--- config.mk ---
export PLATFORM = sky130hd
export DESIGN_NAME = ddsc_core
export DESIGN_NICKNAME = d
export VERILOG_FILES = /design/src/ddsc_pkg.sv /design/src/ddsc_core.sv
export SDC_FILE = /design/constraint.sdc
export NUM_CORES = 2
export LEC_CHECK = 0
export BUFFER_PORTS_ARGS = -buffer_cell sky130_fd_sc_hd__buf_2
export CORE_ASPECT_RATIO = 1.25
export CORE_MARGIN = 4
export CORE_UTILIZATION = 50
export CTS_CLUSTER_DIAMETER = 30
export CTS_CLUSTER_SIZE = 40
export DETAILED_ROUTE_END_ITERATION = 12
export HOLD_SLACK_MARGIN = 0.02
export PLACE_DENSITY = 0.7
export SLEW_MARGIN = 25
export SYNTH_ARGS = -nofsm -noshare
export SYNTH_HDL_FRONTEND = slang
export SYNTH_SLANG_ARGS = --single-unit
--- constraint.sdc ---
create_clock -name pclk -period 5.27 [get_ports pclk]
set_clock_uncertainty 0.1 [all_clocks]
set_input_delay 1.3175 -clock pclk [delete_from_list [all_inputs] [get_ports pclk]]
set_output_delay 1.3175 -clock pclk [all_outputs]
set_load 0.01 [all_outputs]
--- src/ddsc_pkg.sv ---
package ddsc_pkg;

  // Register byte addresses on the APB bus.
  localparam logic [7:0] ADDR_FIRST_CONTROL = 8'h00;
  localparam logic [7:0] ADDR_SECOND_CONTROL = 8'h04;
  localparam logic [7:0] ADDR_FIRST_TUNING = 8'h08;
  localparam logic [7:0] ADDR_FIRST_OFFSET = 8'h0C;
  localparam logic [7:0] ADDR_START = 8'h10;
  localparam logic [7:0] ADDR_STOP = 8'h14;
  localparam logic [7:0] ADDR_RISE = 8'h18;
  localparam logic [7:0] ADDR_FALL = 8'h1C;
  localparam logic [7:0] ADDR_RATES = 8'h20;
  localparam logic [7:0] ADDR_RAM0 = 8'h24;
  localparam logic [7:0] ADDR_RAM3 = 8'h30;
  localparam logic [7:0] ADDR_UPDATE = 8'h34;
  localparam logic [7:0] ADDR_STATUS = 8'h38;
  localparam logic [7:0] ADDR_PHASE = 8'h3C;

  // Widths and field positions.
  localparam int ACC_W = 32;
  localparam int OFFS_W = 14;
  localparam int LUT_W = 19;
  localparam int MULT_LSB = 3;
  localparam int MULT_MSB = 7;
  localparam int RAM_OFFS_LSB = 18;
  localparam int RISE_RATE_LSB = 0;
  localparam int FALL_RATE_LSB = 8;
  localparam logic [4:0] MULT_MIN = 5'h04;
  localparam logic [4:0] MULT_MAX = 5'h14;

  // Reset values: the active clear-phase bit starts set, its buffer starts clear.
  localparam logic [31:0] CTRL1_ACTIVE_RST = 32'h00000400;
  localparam logic [31:0] CTRL1_BUFFER_RST = 32'h00000000;
  localparam logic [31:0] CTRL2_RST = 32'h00000000;

  // Multiplier lock time.
  localparam int CLK_MHZ = 250;
  localparam int LOCK_TIME_US = 1000;
  localparam int LOCK_CYCLES = LOCK_TIME_US * CLK_MHZ;

  // Phase offset pipeline depth, equal to the tuning word path.
  localparam int OFFS_DELAY = 2;

  typedef struct packed {
    logic ram_en;
    logic ram_dest;
    logic [3:0] rsv_29_26;
    logic keying_en;
    logic keying_auto;
    logic [1:0] rsv_23_22;
    logic sweep_en;
    logic [5:0] rsv_20_15;
    logic ac_sweep;
    logic ac_phase;
    logic rsv_12;
    logic cc_sweep;
    logic cc_phase;
    logic [2:0] rsv_9_7;
    logic comp_pd;
    logic rsv_5;
    logic clk_stop;
    logic rsv_3;
    logic no_dwell;
    logic [1:0] rsv_1_0;
  } ddsc_ctrl1_s;

endpackage : ddsc_pkg

--- src/ddsc_core.sv ---
// The APB slave port and the register addresses are this design's own decisions.
`timescale 1ns/1ps
module ddsc_core
  import ddsc_pkg::*;
#(
  parameter int LOCK_CYCLES_P = LOCK_CYCLES
) (
  input wire logic pclk,
  input wire logic presetn,
  input wire logic psel,
  input wire logic penable,
  input wire logic pwrite,
  input wire logic [7:0] paddr,
  input wire logic [31:0] pwdata,
  output logic [31:0] prdata,
  output logic pready,
  output logic pslverr,
  input wire logic io_update,
  input wire logic profile_select_bit0,
  input wire logic profile_select_bit1,
  input wire logic oscillator_select_pin,
  output logic [LUT_W-1:0] cos_phase,
  output logic oscillator_enable,
  output logic sysclk_running,
  output logic [4:0] pll_multiplier,
  output logic pll_enable,
  output logic pll_locked,
  output logic comparator_power_down,
  output logic shaped_amplitude_keying,
  output logic keying_auto_mode
);

  ddsc_ctrl1_s act_ctrl1;
  ddsc_ctrl1_s buf_ctrl1;
  logic [31:0] act_ctrl2, buf_ctrl2;
  logic [31:0] act_tune0, buf_tune0;
  logic [OFFS_W-1:0] act_offs0, buf_offs0;
  logic [31:0] act_start, buf_start;
  logic [31:0] act_stop, buf_stop;
  logic [31:0] act_rise, buf_rise;
  logic [31:0] act_fall, buf_fall;
  logic [15:0] act_rates, buf_rates;
  logic [31:0] ram_mem [4];
  logic [1:0] profile, profile_q;
  logic profile_change, update_evt, wr_en, rd_setup, run;
  logic clr_phase, clr_sweep;
  logic [ACC_W-1:0] phase_acc, tune_q, next_tune, sweep_acc;
  logic [OFFS_W-1:0] next_offs;
  logic [OFFS_W-1:0] offs_pipe [OFFS_DELAY];
  logic [7:0] ramp_cnt;
  logic [31:0] lock_cnt;
  logic [4:0] mult_q;

  function automatic logic mult_in_range(input logic [4:0] m);
    mult_in_range = (m >= MULT_MIN) && (m <= MULT_MAX);
  endfunction : mult_in_range

  function automatic logic in_ram(input logic [7:0] a);
    in_ram = (a >= ADDR_RAM0) && (a <= ADDR_RAM3) && (a[1:0] == 2'b00);
  endfunction : in_ram

  assign profile = {profile_select_bit1, profile_select_bit0};
  assign profile_change = (profile != profile_q);
  assign wr_en = psel && penable && pwrite;
  assign rd_setup = psel && !penable && !pwrite;
  assign update_evt = io_update || profile_change || (wr_en && paddr == ADDR_UPDATE);
  assign run = !act_ctrl1.clk_stop;
  // Auto-clear looks at the buffered bit because the same strobe makes it active.
  assign clr_phase = act_ctrl1.cc_phase || (update_evt && buf_ctrl1.ac_phase);
  assign clr_sweep = act_ctrl1.cc_sweep || (update_evt && buf_ctrl1.ac_sweep);

  // Zero-wait slave; every access completes in its first access cycle.
  assign pready = 1'b1;
  assign pslverr = psel && penable && !(paddr <= ADDR_PHASE && paddr[1:0] == 2'b00);

  always_ff @(posedge pclk or negedge presetn) begin
    if (!presetn) begin
      profile_q <= 2'b00;
    end else begin
      profile_q <= profile;
    end
  end

  // Buffer registers written by software.
  always_ff @(posedge pclk or negedge presetn) begin
    if (!presetn) begin
      buf_ctrl1 <= ddsc_ctrl1_s'(CTRL1_BUFFER_RST);
      buf_ctrl2 <= CTRL2_RST;
      buf_tune0 <= 32'h00000000;
      buf_offs0 <= 14'h0000;
      buf_start <= 32'h00000000;
      buf_stop <= 32'h00000000;
      buf_rise <= 32'h00000000;
      buf_fall <= 32'h00000000;
      buf_rates <= 16'h0000;
    end else if (wr_en) begin
      case (paddr)
        ADDR_FIRST_CONTROL: buf_ctrl1 <= ddsc_ctrl1_s'(pwdata);
        ADDR_SECOND_CONTROL: buf_ctrl2 <= pwdata;
        ADDR_FIRST_TUNING: buf_tune0 <= pwdata;
        ADDR_FIRST_OFFSET: buf_offs0 <= pwdata[OFFS_W-1:0];
        ADDR_START: buf_start <= pwdata;
        ADDR_STOP: buf_stop <= pwdata;
        ADDR_RISE: buf_rise <= pwdata;
        ADDR_FALL: buf_fall <= pwdata;
        ADDR_RATES: buf_rates <= pwdata[15:0];
        default: begin
        end
      endcase
    end
  end

  // The RAM is written directly; it holds one word per profile.
  always_ff @(posedge pclk) begin
    if (wr_en && in_ram(paddr)) begin
      ram_mem[2'(paddr[7:2] - ADDR_RAM0[7:2])] <= pwdata;
    end
  end

  // Active registers follow the buffers only on an update strobe.
  always_ff @(posedge pclk or negedge presetn) begin
    if (!presetn) begin
      act_ctrl1 <= ddsc_ctrl1_s'(CTRL1_ACTIVE_RST);
      act_ctrl2 <= CTRL2_RST;
      act_tune0 <= 32'h00000000;
      act_offs0 <= 14'h0000;
      act_start <= 32'h00000000;
      act_stop <= 32'h00000000;
      act_rise <= 32'h00000000;
      act_fall <= 32'h00000000;
      act_rates <= 16'h0000;
    end else if (update_evt) begin
      act_ctrl1 <= buf_ctrl1;
      act_ctrl2 <= buf_ctrl2;
      act_tune0 <= buf_tune0;
      act_offs0 <= buf_offs0;
      act_start <= buf_start;
      act_stop <= buf_stop;
      act_rise <= buf_rise;
      act_fall <= buf_fall;
      act_rates <= buf_rates;
    end
  end

  always_ff @(posedge pclk or negedge presetn) begin
    if (!presetn) begin
      prdata <= 32'h00000000;
    end else if (rd_setup) begin
      if (in_ram(paddr)) begin
        prdata <= ram_mem[2'(paddr[7:2] - ADDR_RAM0[7:2])];
      end else begin
        case (paddr)
          ADDR_FIRST_CONTROL: prdata <= buf_ctrl1;
          ADDR_SECOND_CONTROL: prdata <= buf_ctrl2;
          ADDR_FIRST_TUNING: prdata <= buf_tune0;
          ADDR_FIRST_OFFSET: prdata <= {18'h00000, buf_offs0};
          ADDR_START: prdata <= buf_start;
          ADDR_STOP: prdata <= buf_stop;
          ADDR_RISE: prdata <= buf_rise;
          ADDR_FALL: prdata <= buf_fall;
          ADDR_RATES: prdata <= {16'h0000, buf_rates};
          ADDR_STATUS: prdata <= {24'h000000, profile, 2'b00, pll_enable, pll_locked,
                                  run, act_ctrl1.cc_phase};
          ADDR_PHASE: prdata <= phase_acc;
          default: prdata <= 32'h00000000;
        endcase
      end
    end
  end

  // Tuning and offset source selection.
  always_comb begin
    if (act_ctrl1.ram_en && !act_ctrl1.ram_dest) begin
      next_tune = ram_mem[profile];
    end else if (act_ctrl1.sweep_en) begin
      next_tune = sweep_acc;
    end else begin
      next_tune = act_tune0;
    end
    if (act_ctrl1.ram_en && act_ctrl1.ram_dest) begin
      next_offs = ram_mem[profile][31:RAM_OFFS_LSB];
    end else begin
      next_offs = act_offs0;
    end
  end

  // The tuning word is registered once and then accumulated; the offset gets the
  // same two-stage delay so a combined phase and frequency change lands together.
  always_ff @(posedge pclk or negedge presetn) begin
    if (!presetn) begin
      tune_q <= 32'h00000000;
      offs_pipe[0] <= 14'h0000;
      offs_pipe[1] <= 14'h0000;
    end else if (run) begin
      tune_q <= next_tune;
      offs_pipe[0] <= next_offs;
      offs_pipe[1] <= offs_pipe[0];
    end
  end

  always_ff @(posedge pclk or negedge presetn) begin
    if (!presetn) begin
      phase_acc <= 32'h00000000;
    end else if (clr_phase) begin
      phase_acc <= 32'h00000000;
    end else if (run) begin
      phase_acc <= phase_acc + tune_q;
    end
  end

  // Offset sits at the top of the word: one step is 1/2^14 of a turn.
  always_ff @(posedge pclk or negedge presetn) begin
    if (!presetn) begin
      cos_phase <= 19'h00000;
    end else if (run) begin
      cos_phase <= 19'((phase_acc + {offs_pipe[1], 18'h00000}) >> (ACC_W - LUT_W));
    end
  end

  // Linear sweep: profile bit 0 gives direction, rates are cycles between steps.
  always_ff @(posedge pclk or negedge presetn) begin
    if (!presetn) begin
      sweep_acc <= 32'h00000000;
      ramp_cnt <= 8'h00;
    end else if (clr_sweep) begin
      sweep_acc <= act_start;
      ramp_cnt <= 8'h00;
    end else if (run && act_ctrl1.sweep_en) begin
      if (ramp_cnt != 8'h00) begin
        ramp_cnt <= ramp_cnt - 8'h01;
      end else if (profile_select_bit0) begin
        ramp_cnt <= act_rates[RISE_RATE_LSB +: 8];
        if ({1'b0, sweep_acc} + {1'b0, act_rise} >= {1'b0, act_stop}) begin
          sweep_acc <= act_ctrl1.no_dwell ? act_start : act_stop;
        end else begin
          sweep_acc <= sweep_acc + act_rise;
        end
      end else begin
        ramp_cnt <= act_rates[FALL_RATE_LSB +: 8];
        if ({1'b0, sweep_acc} <= {1'b0, act_start} + {1'b0, act_fall}) begin
          sweep_acc <= act_start;
        end else begin
          sweep_acc <= sweep_acc - act_fall;
        end
      end
    end
  end

  // Any change of the multiplier field restarts the lock wait.
  always_ff @(posedge pclk or negedge presetn) begin
    if (!presetn) begin
      mult_q <= 5'h00;
      lock_cnt <= 32'h00000000;
      pll_locked <= 1'b0;
    end else begin
      mult_q <= act_ctrl2[MULT_MSB:MULT_LSB];
      if (!mult_in_range(act_ctrl2[MULT_MSB:MULT_LSB])) begin
        lock_cnt <= 32'h00000000;
        pll_locked <= 1'b0;
      end else if (mult_q != act_ctrl2[MULT_MSB:MULT_LSB]) begin
        lock_cnt <= 32'h00000000;
        pll_locked <= 1'b0;
      end else if (lock_cnt == 32'(LOCK_CYCLES_P - 1)) begin
        pll_locked <= 1'b1;
      end else begin
        lock_cnt <= lock_cnt + 32'h00000001;
      end
    end
  end

  always_ff @(posedge pclk or negedge presetn) begin
    if (!presetn) begin
      pll_multiplier <= 5'h00;
      pll_enable <= 1'b0;
      oscillator_enable <= 1'b0;
      sysclk_running <= 1'b0;
      comparator_power_down <= 1'b0;
      shaped_amplitude_keying <= 1'b0;
      keying_auto_mode <= 1'b0;
    end else begin
      pll_multiplier <= act_ctrl2[MULT_MSB:MULT_LSB];
      pll_enable <= mult_in_range(act_ctrl2[MULT_MSB:MULT_LSB]) && run;
      oscillator_enable <= oscillator_select_pin && run;
      sysclk_running <= run;
      comparator_power_down <= act_ctrl1.comp_pd;
      shaped_amplitude_keying <= act_ctrl1.keying_en;
      keying_auto_mode <= act_ctrl1.keying_auto;
    end
  end

  ac_hold_a: assert property (@(posedge pclk) disable iff (!presetn)
    act_ctrl1.cc_phase |=> phase_acc == 32'h00000000)
    else $error("continuous clear did not hold the accumulator at zero");
  acc_step_a: assert property (@(posedge pclk) disable iff (!presetn)
    run && !clr_phase |=> phase_acc == $past(phase_acc) + $past(tune_q))
    else $error("accumulator did not add the tuning word");
  reset_clear_a: assert property (@(posedge pclk) disable iff (!presetn)
    $rose(presetn) || !$past(presetn) |-> act_ctrl1.cc_phase)
    else $error("clear bit not set after reset");
  xfer_copy_a: assert property (@(posedge pclk) disable iff (!presetn)
    update_evt |=> act_ctrl1 == $past(buf_ctrl1) && act_tune0 == $past(buf_tune0))
    else $error("update did not copy buffers");
  no_xfer_a: assert property (@(posedge pclk) disable iff (!presetn)
    !update_evt |=> $stable(act_tune0) && $stable(act_ctrl1))
    else $error("active register changed without update");
  offs_delay_a: assert property (@(posedge pclk) disable iff (!presetn)
    run [*3] |-> offs_pipe[1] == $past(next_offs, 2))
    else $error("offset path delay mismatch");
  auto_clr_a: assert property (@(posedge pclk) disable iff (!presetn)
    update_evt && buf_ctrl1.ac_phase |=> phase_acc == 32'h00000000)
    else $error("auto clear missed");
  // The running flag is registered, so it must already be low one cycle after the stop.
  stop_freeze_a: assert property (@(posedge pclk) disable iff (!presetn)
    !run && !clr_phase |=> $stable(phase_acc) && !sysclk_running)
    else $error("stopped clock still advanced the core");
  comp_pd_a: assert property (@(posedge pclk) disable iff (!presetn)
    act_ctrl1.comp_pd |=> comparator_power_down)
    else $error("comparator not powered down");
  pll_bypass_a: assert property (@(posedge pclk) disable iff (!presetn)
    !mult_in_range(act_ctrl2[MULT_MSB:MULT_LSB]) |=> !pll_enable && !pll_locked)
    else $error("multiplier enabled out of range");
  tune_mux_a: assert property (@(posedge pclk) disable iff (!presetn)
    !act_ctrl1.ram_en && !act_ctrl1.sweep_en && run |=> tune_q == $past(act_tune0))
    else $error("wrong tuning word source");
  sweep_top_a: assert property (@(posedge pclk) disable iff (!presetn)
    act_ctrl1.sweep_en && run && !clr_sweep && act_stop >= act_start |=>
      sweep_acc <= $past(act_stop) || $past(sweep_acc) > $past(act_stop))
    else $error("sweep passed terminal word");
  sweep_floor_a: assert property (@(posedge pclk) disable iff (!presetn)
    act_ctrl1.sweep_en && run && !clr_sweep && !profile_select_bit0 |=>
      sweep_acc >= $past(act_start) || $past(sweep_acc) < $past(act_start))
    else $error("falling sweep passed start word");
  keying_out_a: assert property (@(posedge pclk) disable iff (!presetn)
    act_ctrl1.keying_en && act_ctrl1.keying_auto |=> shaped_amplitude_keying && keying_auto_mode)
    else $error("shaped keying outputs do not follow control bits");
  osc_gate_a: assert property (@(posedge pclk) disable iff (!presetn)
    !oscillator_select_pin |=> !oscillator_enable)
    else $error("oscillator enabled with select pin low");
  // Lock may only be reported while the registered multiplier copy mult_q is in range.
  lock_range_a: assert property (@(posedge pclk) disable iff (!presetn)
    pll_locked |-> mult_in_range(mult_q))
    else $error("lock reported for bypassed multiplier");

  first_update_c: cover property (@(posedge pclk) disable iff (!presetn)
    act_ctrl1.cc_phase ##1 !act_ctrl1.cc_phase);
  profile_hop_c: cover property (@(posedge pclk) disable iff (!presetn)
    profile_change && act_ctrl1.ram_en);
  sweep_end_c: cover property (@(posedge pclk) disable iff (!presetn)
    act_ctrl1.sweep_en && sweep_acc == act_stop);
  no_dwell_c: cover property (@(posedge pclk) disable iff (!presetn)
    act_ctrl1.sweep_en && act_ctrl1.no_dwell && sweep_acc == act_start);
  pll_lock_c: cover property (@(posedge pclk) disable iff (!presetn) $rose(pll_locked));

endmodule : ddsc_core

==> summary.md <==
| Metric | Value |
|---|---|
| Register bit total from synthesis | 816 |
| Detail Route Antenna Nets | 0 |
| Critical path peak fanout | 5 |
| Number of flops mapped to enable cells by yosys | 128 |
| Die ar. | 92,600 um2 |
| Synth Area in Adders | 6.27% |
| Vias | 35,200 |
| Root buffer cell | clkbuf_16 |
| DP HPWL | 103 mm |
| Register area share after synthesis | 48.0% |
| IO Pins | 114 |
| Crit. End Element | flip-flop |
| DIE HEIGHT | 339 um |
| Gate count after technology mapping | 3,951 |
| Placer Congestion | 0.948 |
| CTS clk-pin slew, worst paths | 0.06 ns |
| Final net count | 4,555 |
| Syn Nets | 4,217 |
| Slew Limit Fails | 0 |
| Outcome | finished clean |
| Area after DPL | 47,200 um2 |
| Clk Latency, worst-skew pair | 0.75 ns |
| Synth Area in Simple Gates | 9.29% |
| Hold_buf cts | 0 |
| RSZ-0062 raised after global routing | yes |
| Num rows | 121 |
| Worst Path Arrival | 5.74 ns |
| Crit start category | flip-flop |
| Fillers | 6,721 |
| Total clock sinks | 816 |
| Mux cell area share after synthesis | 16.1% |
| Area grow syn2layout | 22.6% |
| Drc violations | 0 |
| Place WS | -0.199 ns |
| Warnings, synthesis | 0 |
| CP required | 5.74 ns |
| Part of the power in registers | 32.1% |
| Initial core utilization | 50.4% |
| Power Density | 420 nW/um2 |
| Type of the tightest min-delay check | flip-flop to flip-flop |
| Final worst slack | 0.00522 ns |
| Fin crit share | 99.9% |
| Cell Count, Final, Fillers Out | 5,599 |
| Comb power frac | 19.7% |
| Main synth FF type | dfrtp_1 |
| Final wirelength | 145 mm |
| Die span in x | 273 um |
| Leak | 24.3 nW |
| Clk network pwr share | 48.2% |
| Clock buffer depth | 3 |
| Largest net degree at the start of global routing | 129 |
| TritonCTS clock tree | built |
| First-pass GRT wire length | 217 mm |
| Post-synth ARST share | 84.3% |
| Remaining Overflow, GRT | 0 |
| Placed cells | 5,271 |
| Final setup vio count | 0 |
| Final hold violations | 0 |
| Drt pass-1 iters | 6 |
| WL per Instance | 25.9 um |
| Main combinational cell family by area after synthesis | multiplexers |
| Mapped cell area | 43,900 um2 |
| Power, Total | 22.6 mW |
| Max cap viols | 0 |
| Setup Crit Path Kind | flip-flop to flip-flop |
| Number of unique standard cell types used by synthesis | 82 |
| Sw Ratio | 29.8% |
| Synth Area in XOR/XNOR | 2.67% |
| Rel. slew slack | 25.3% |
| Via density per instance | 6.29 |
| Shortest period the worst path allows | 5.26 ns |
| Most common cell after layout, fill and taps aside | dfrtp_1 |
| CTS buffer count | 164 |
| Final std cell area, no fill | 53,800 um2 |
| Max VDD drop | 360 uV |
| Core ar. | 87,100 um2 |
| NetSw | 6.74 mW |
| IO buf count | 112 |
| Most frequent cells in the layout | dfrtp_1 (684), mux2_2 (420), nand2_1 (284) |
| Detailed Route Iter0 Violations | 3,454 |
| Share of cells above drive strength 1 | 28.4% |
| H-tree Lvls | 4 |
| Fmax | 190 MHz |
| Vias in the first global route | 35,400 |
| Cell-internal power | 15.9 mW |
| Antenna violations before repair | 9 |
| Complex-gate fraction of the synthesized area | 14.9% |
| Gr usage total | 30.7% |
| Syn_area_per_cell | 11.1 um2 |
| Slew @ Worst Pin | 1.12 ns |
| Largest register FFs | 128 |
power by group through the flow:
stage	clock, mW	sequential (mW)	combinational [mW]
global placement	0	7.34	3.98
detailed placement	0	7.34	4.03
global route	11.3	7.27	4.84
floorplan	0	7.20	2.50
finish	10.9	7.26	4.46
CTS	10.9	7.24	4.15
Yosys cell counts (7+ instances only):
library cell	instances	area, um2
a21oi_1	291	1460
or2_2	7	43.8
and3_1	52	325
buf_2	7	35.0
a31oi_1	49	307
and2_1	15	93.8
o21bai_1	15	113
nor4_1	13	81.3
or4_1	8	60.1
nand2b_1	12	75.1
a221oi_1	45	394
clkbuf_1	140	526
nor3_1	44	220
a211oi_1	37	278
nor2b_1	20	125
inv_1	112	420
nand3b_1	8	60.1
edfxtp_1	128	3840
o211ai_1	40	300
nand2_1	289	1080
a22oi_1	39	293
o221ai_1	13	114
dfrtp_1	687	17200
o31ai_1	21	158
ha_1	212	2650
xor2_1	52	455
nand3_1	77	385
buf_1	53	199
nand4_1	38	238
o21a_1	22	165
mux2_2	423	4760
mux4_2	64	1440
a221o_1	10	100
mux2i_1	84	841
a2111oi_0	7	61.3
a21o_1	54	405
o21ai_0	247	1240
a222oi_1	24	240
xnor2_1	82	718
or3_1	24	150
a22o_1	38	333
nor2_1	243	912
logic make-up (layout without fill, tap and decap cells):
family                   after synthesis  in the layout
multiplexers                         571            571
XOR/XNOR                             134            134
buffers and inverters                318            794
AO/OA/AOI/OAI                       1019           1019
flip-flops                           816            816
adder cells (fa/ha/maj)              217            217
other                                  1              5
AND/OR/NAND/NOR                      875            875
what timing repair did:
action | in CTS | in global routing
pin swaps | 21 | 52
hold endpoints to repair | 0 | 0
setup buffers | 5 | 14
resized for setup | 31 | 91
setup endpoints to repair | 31 | 32
gates cloned | 1 | 1
worst max-delay path: stages (launching register included):
cell	delay [ns]
dfrtp_1	0.37
ha_1	0.31
a21o_1	0.18
a211o_1	0.34
a211o_1	0.29
and4_4	0.20
o41a_1	0.36
o211a_1	0.24
or3_1	0.36
and2_4	0.18
ha_4	0.26
buf_6	0.08
nand4_1	0.16
nor3_2	0.24
nand4_1	0.15
o211ai_1	0.27
or3_4	0.22
buf_6	0.13
o221ai_1	0.11
o211ai_1	0.13
o21ai_1	0.10
a221o_1	0.31
per-layer routing:
| metal | part of all wire, % | vias up | global-route usage, % |
|---|---|---|---|
| met5 | 0.055 | - | 0 |
| li1 | - | 15500 | - |
| met1 | 36 | 17500 | 35.8 |
| met2 | 48 | 1622 | 50.3 |
| met4 | 9.3 | 12 | 23.4 |
| met3 | 6.9 | 556 | 5.71 |
final cells by class:
cell class	count	area [um2]	share of cell area, %
multi-input cells	2817	22100	41.1
flip-flops and latches	816	21100	39.2
clock buffers	198	4480	8.32
repair buffers	377	2820	5.25
well taps	1168	1460	2.72
clock inverters	106	1440	2.68
inverters	113	424	0.789
diodes	4	10.0	0.0186
stage by stage:
stage               hold slack [ns]   TNS, ns  utilization, %
floorplan                     0.250         0               -
global placement              0.260     -1.16            54.2
detailed placement            0.262     -3.02            54.2
CTS                           0.276  -0.00672            61.2
global route                  0.297     -3.69            61.8
finish                        0.275         0            61.8
path summary, 6_finish.rpt:
| path | slack, ns | startpoint | depth (start not counted) | to |
|---|---|---|---|---|
| max | 0.005 | act_rise[10] | 21 | sweep_acc[17] |
| min | 0.27 | act_ctrl1[6] | 0 | comparator_power_down |
| max reg2reg | 0.005 | act_rise[10] | 21 | sweep_acc[17] |
| min reg2reg | 0.27 | act_ctrl1[6] | 0 | comparator_power_down |
| max in group asynchronous | 3.32 | presetn | 2 | cos_phase[1] |
| min in group asynchronous | 0.54 | presetn | 1 | act_rise[13] |
Power figures use the tool's default switching activity.
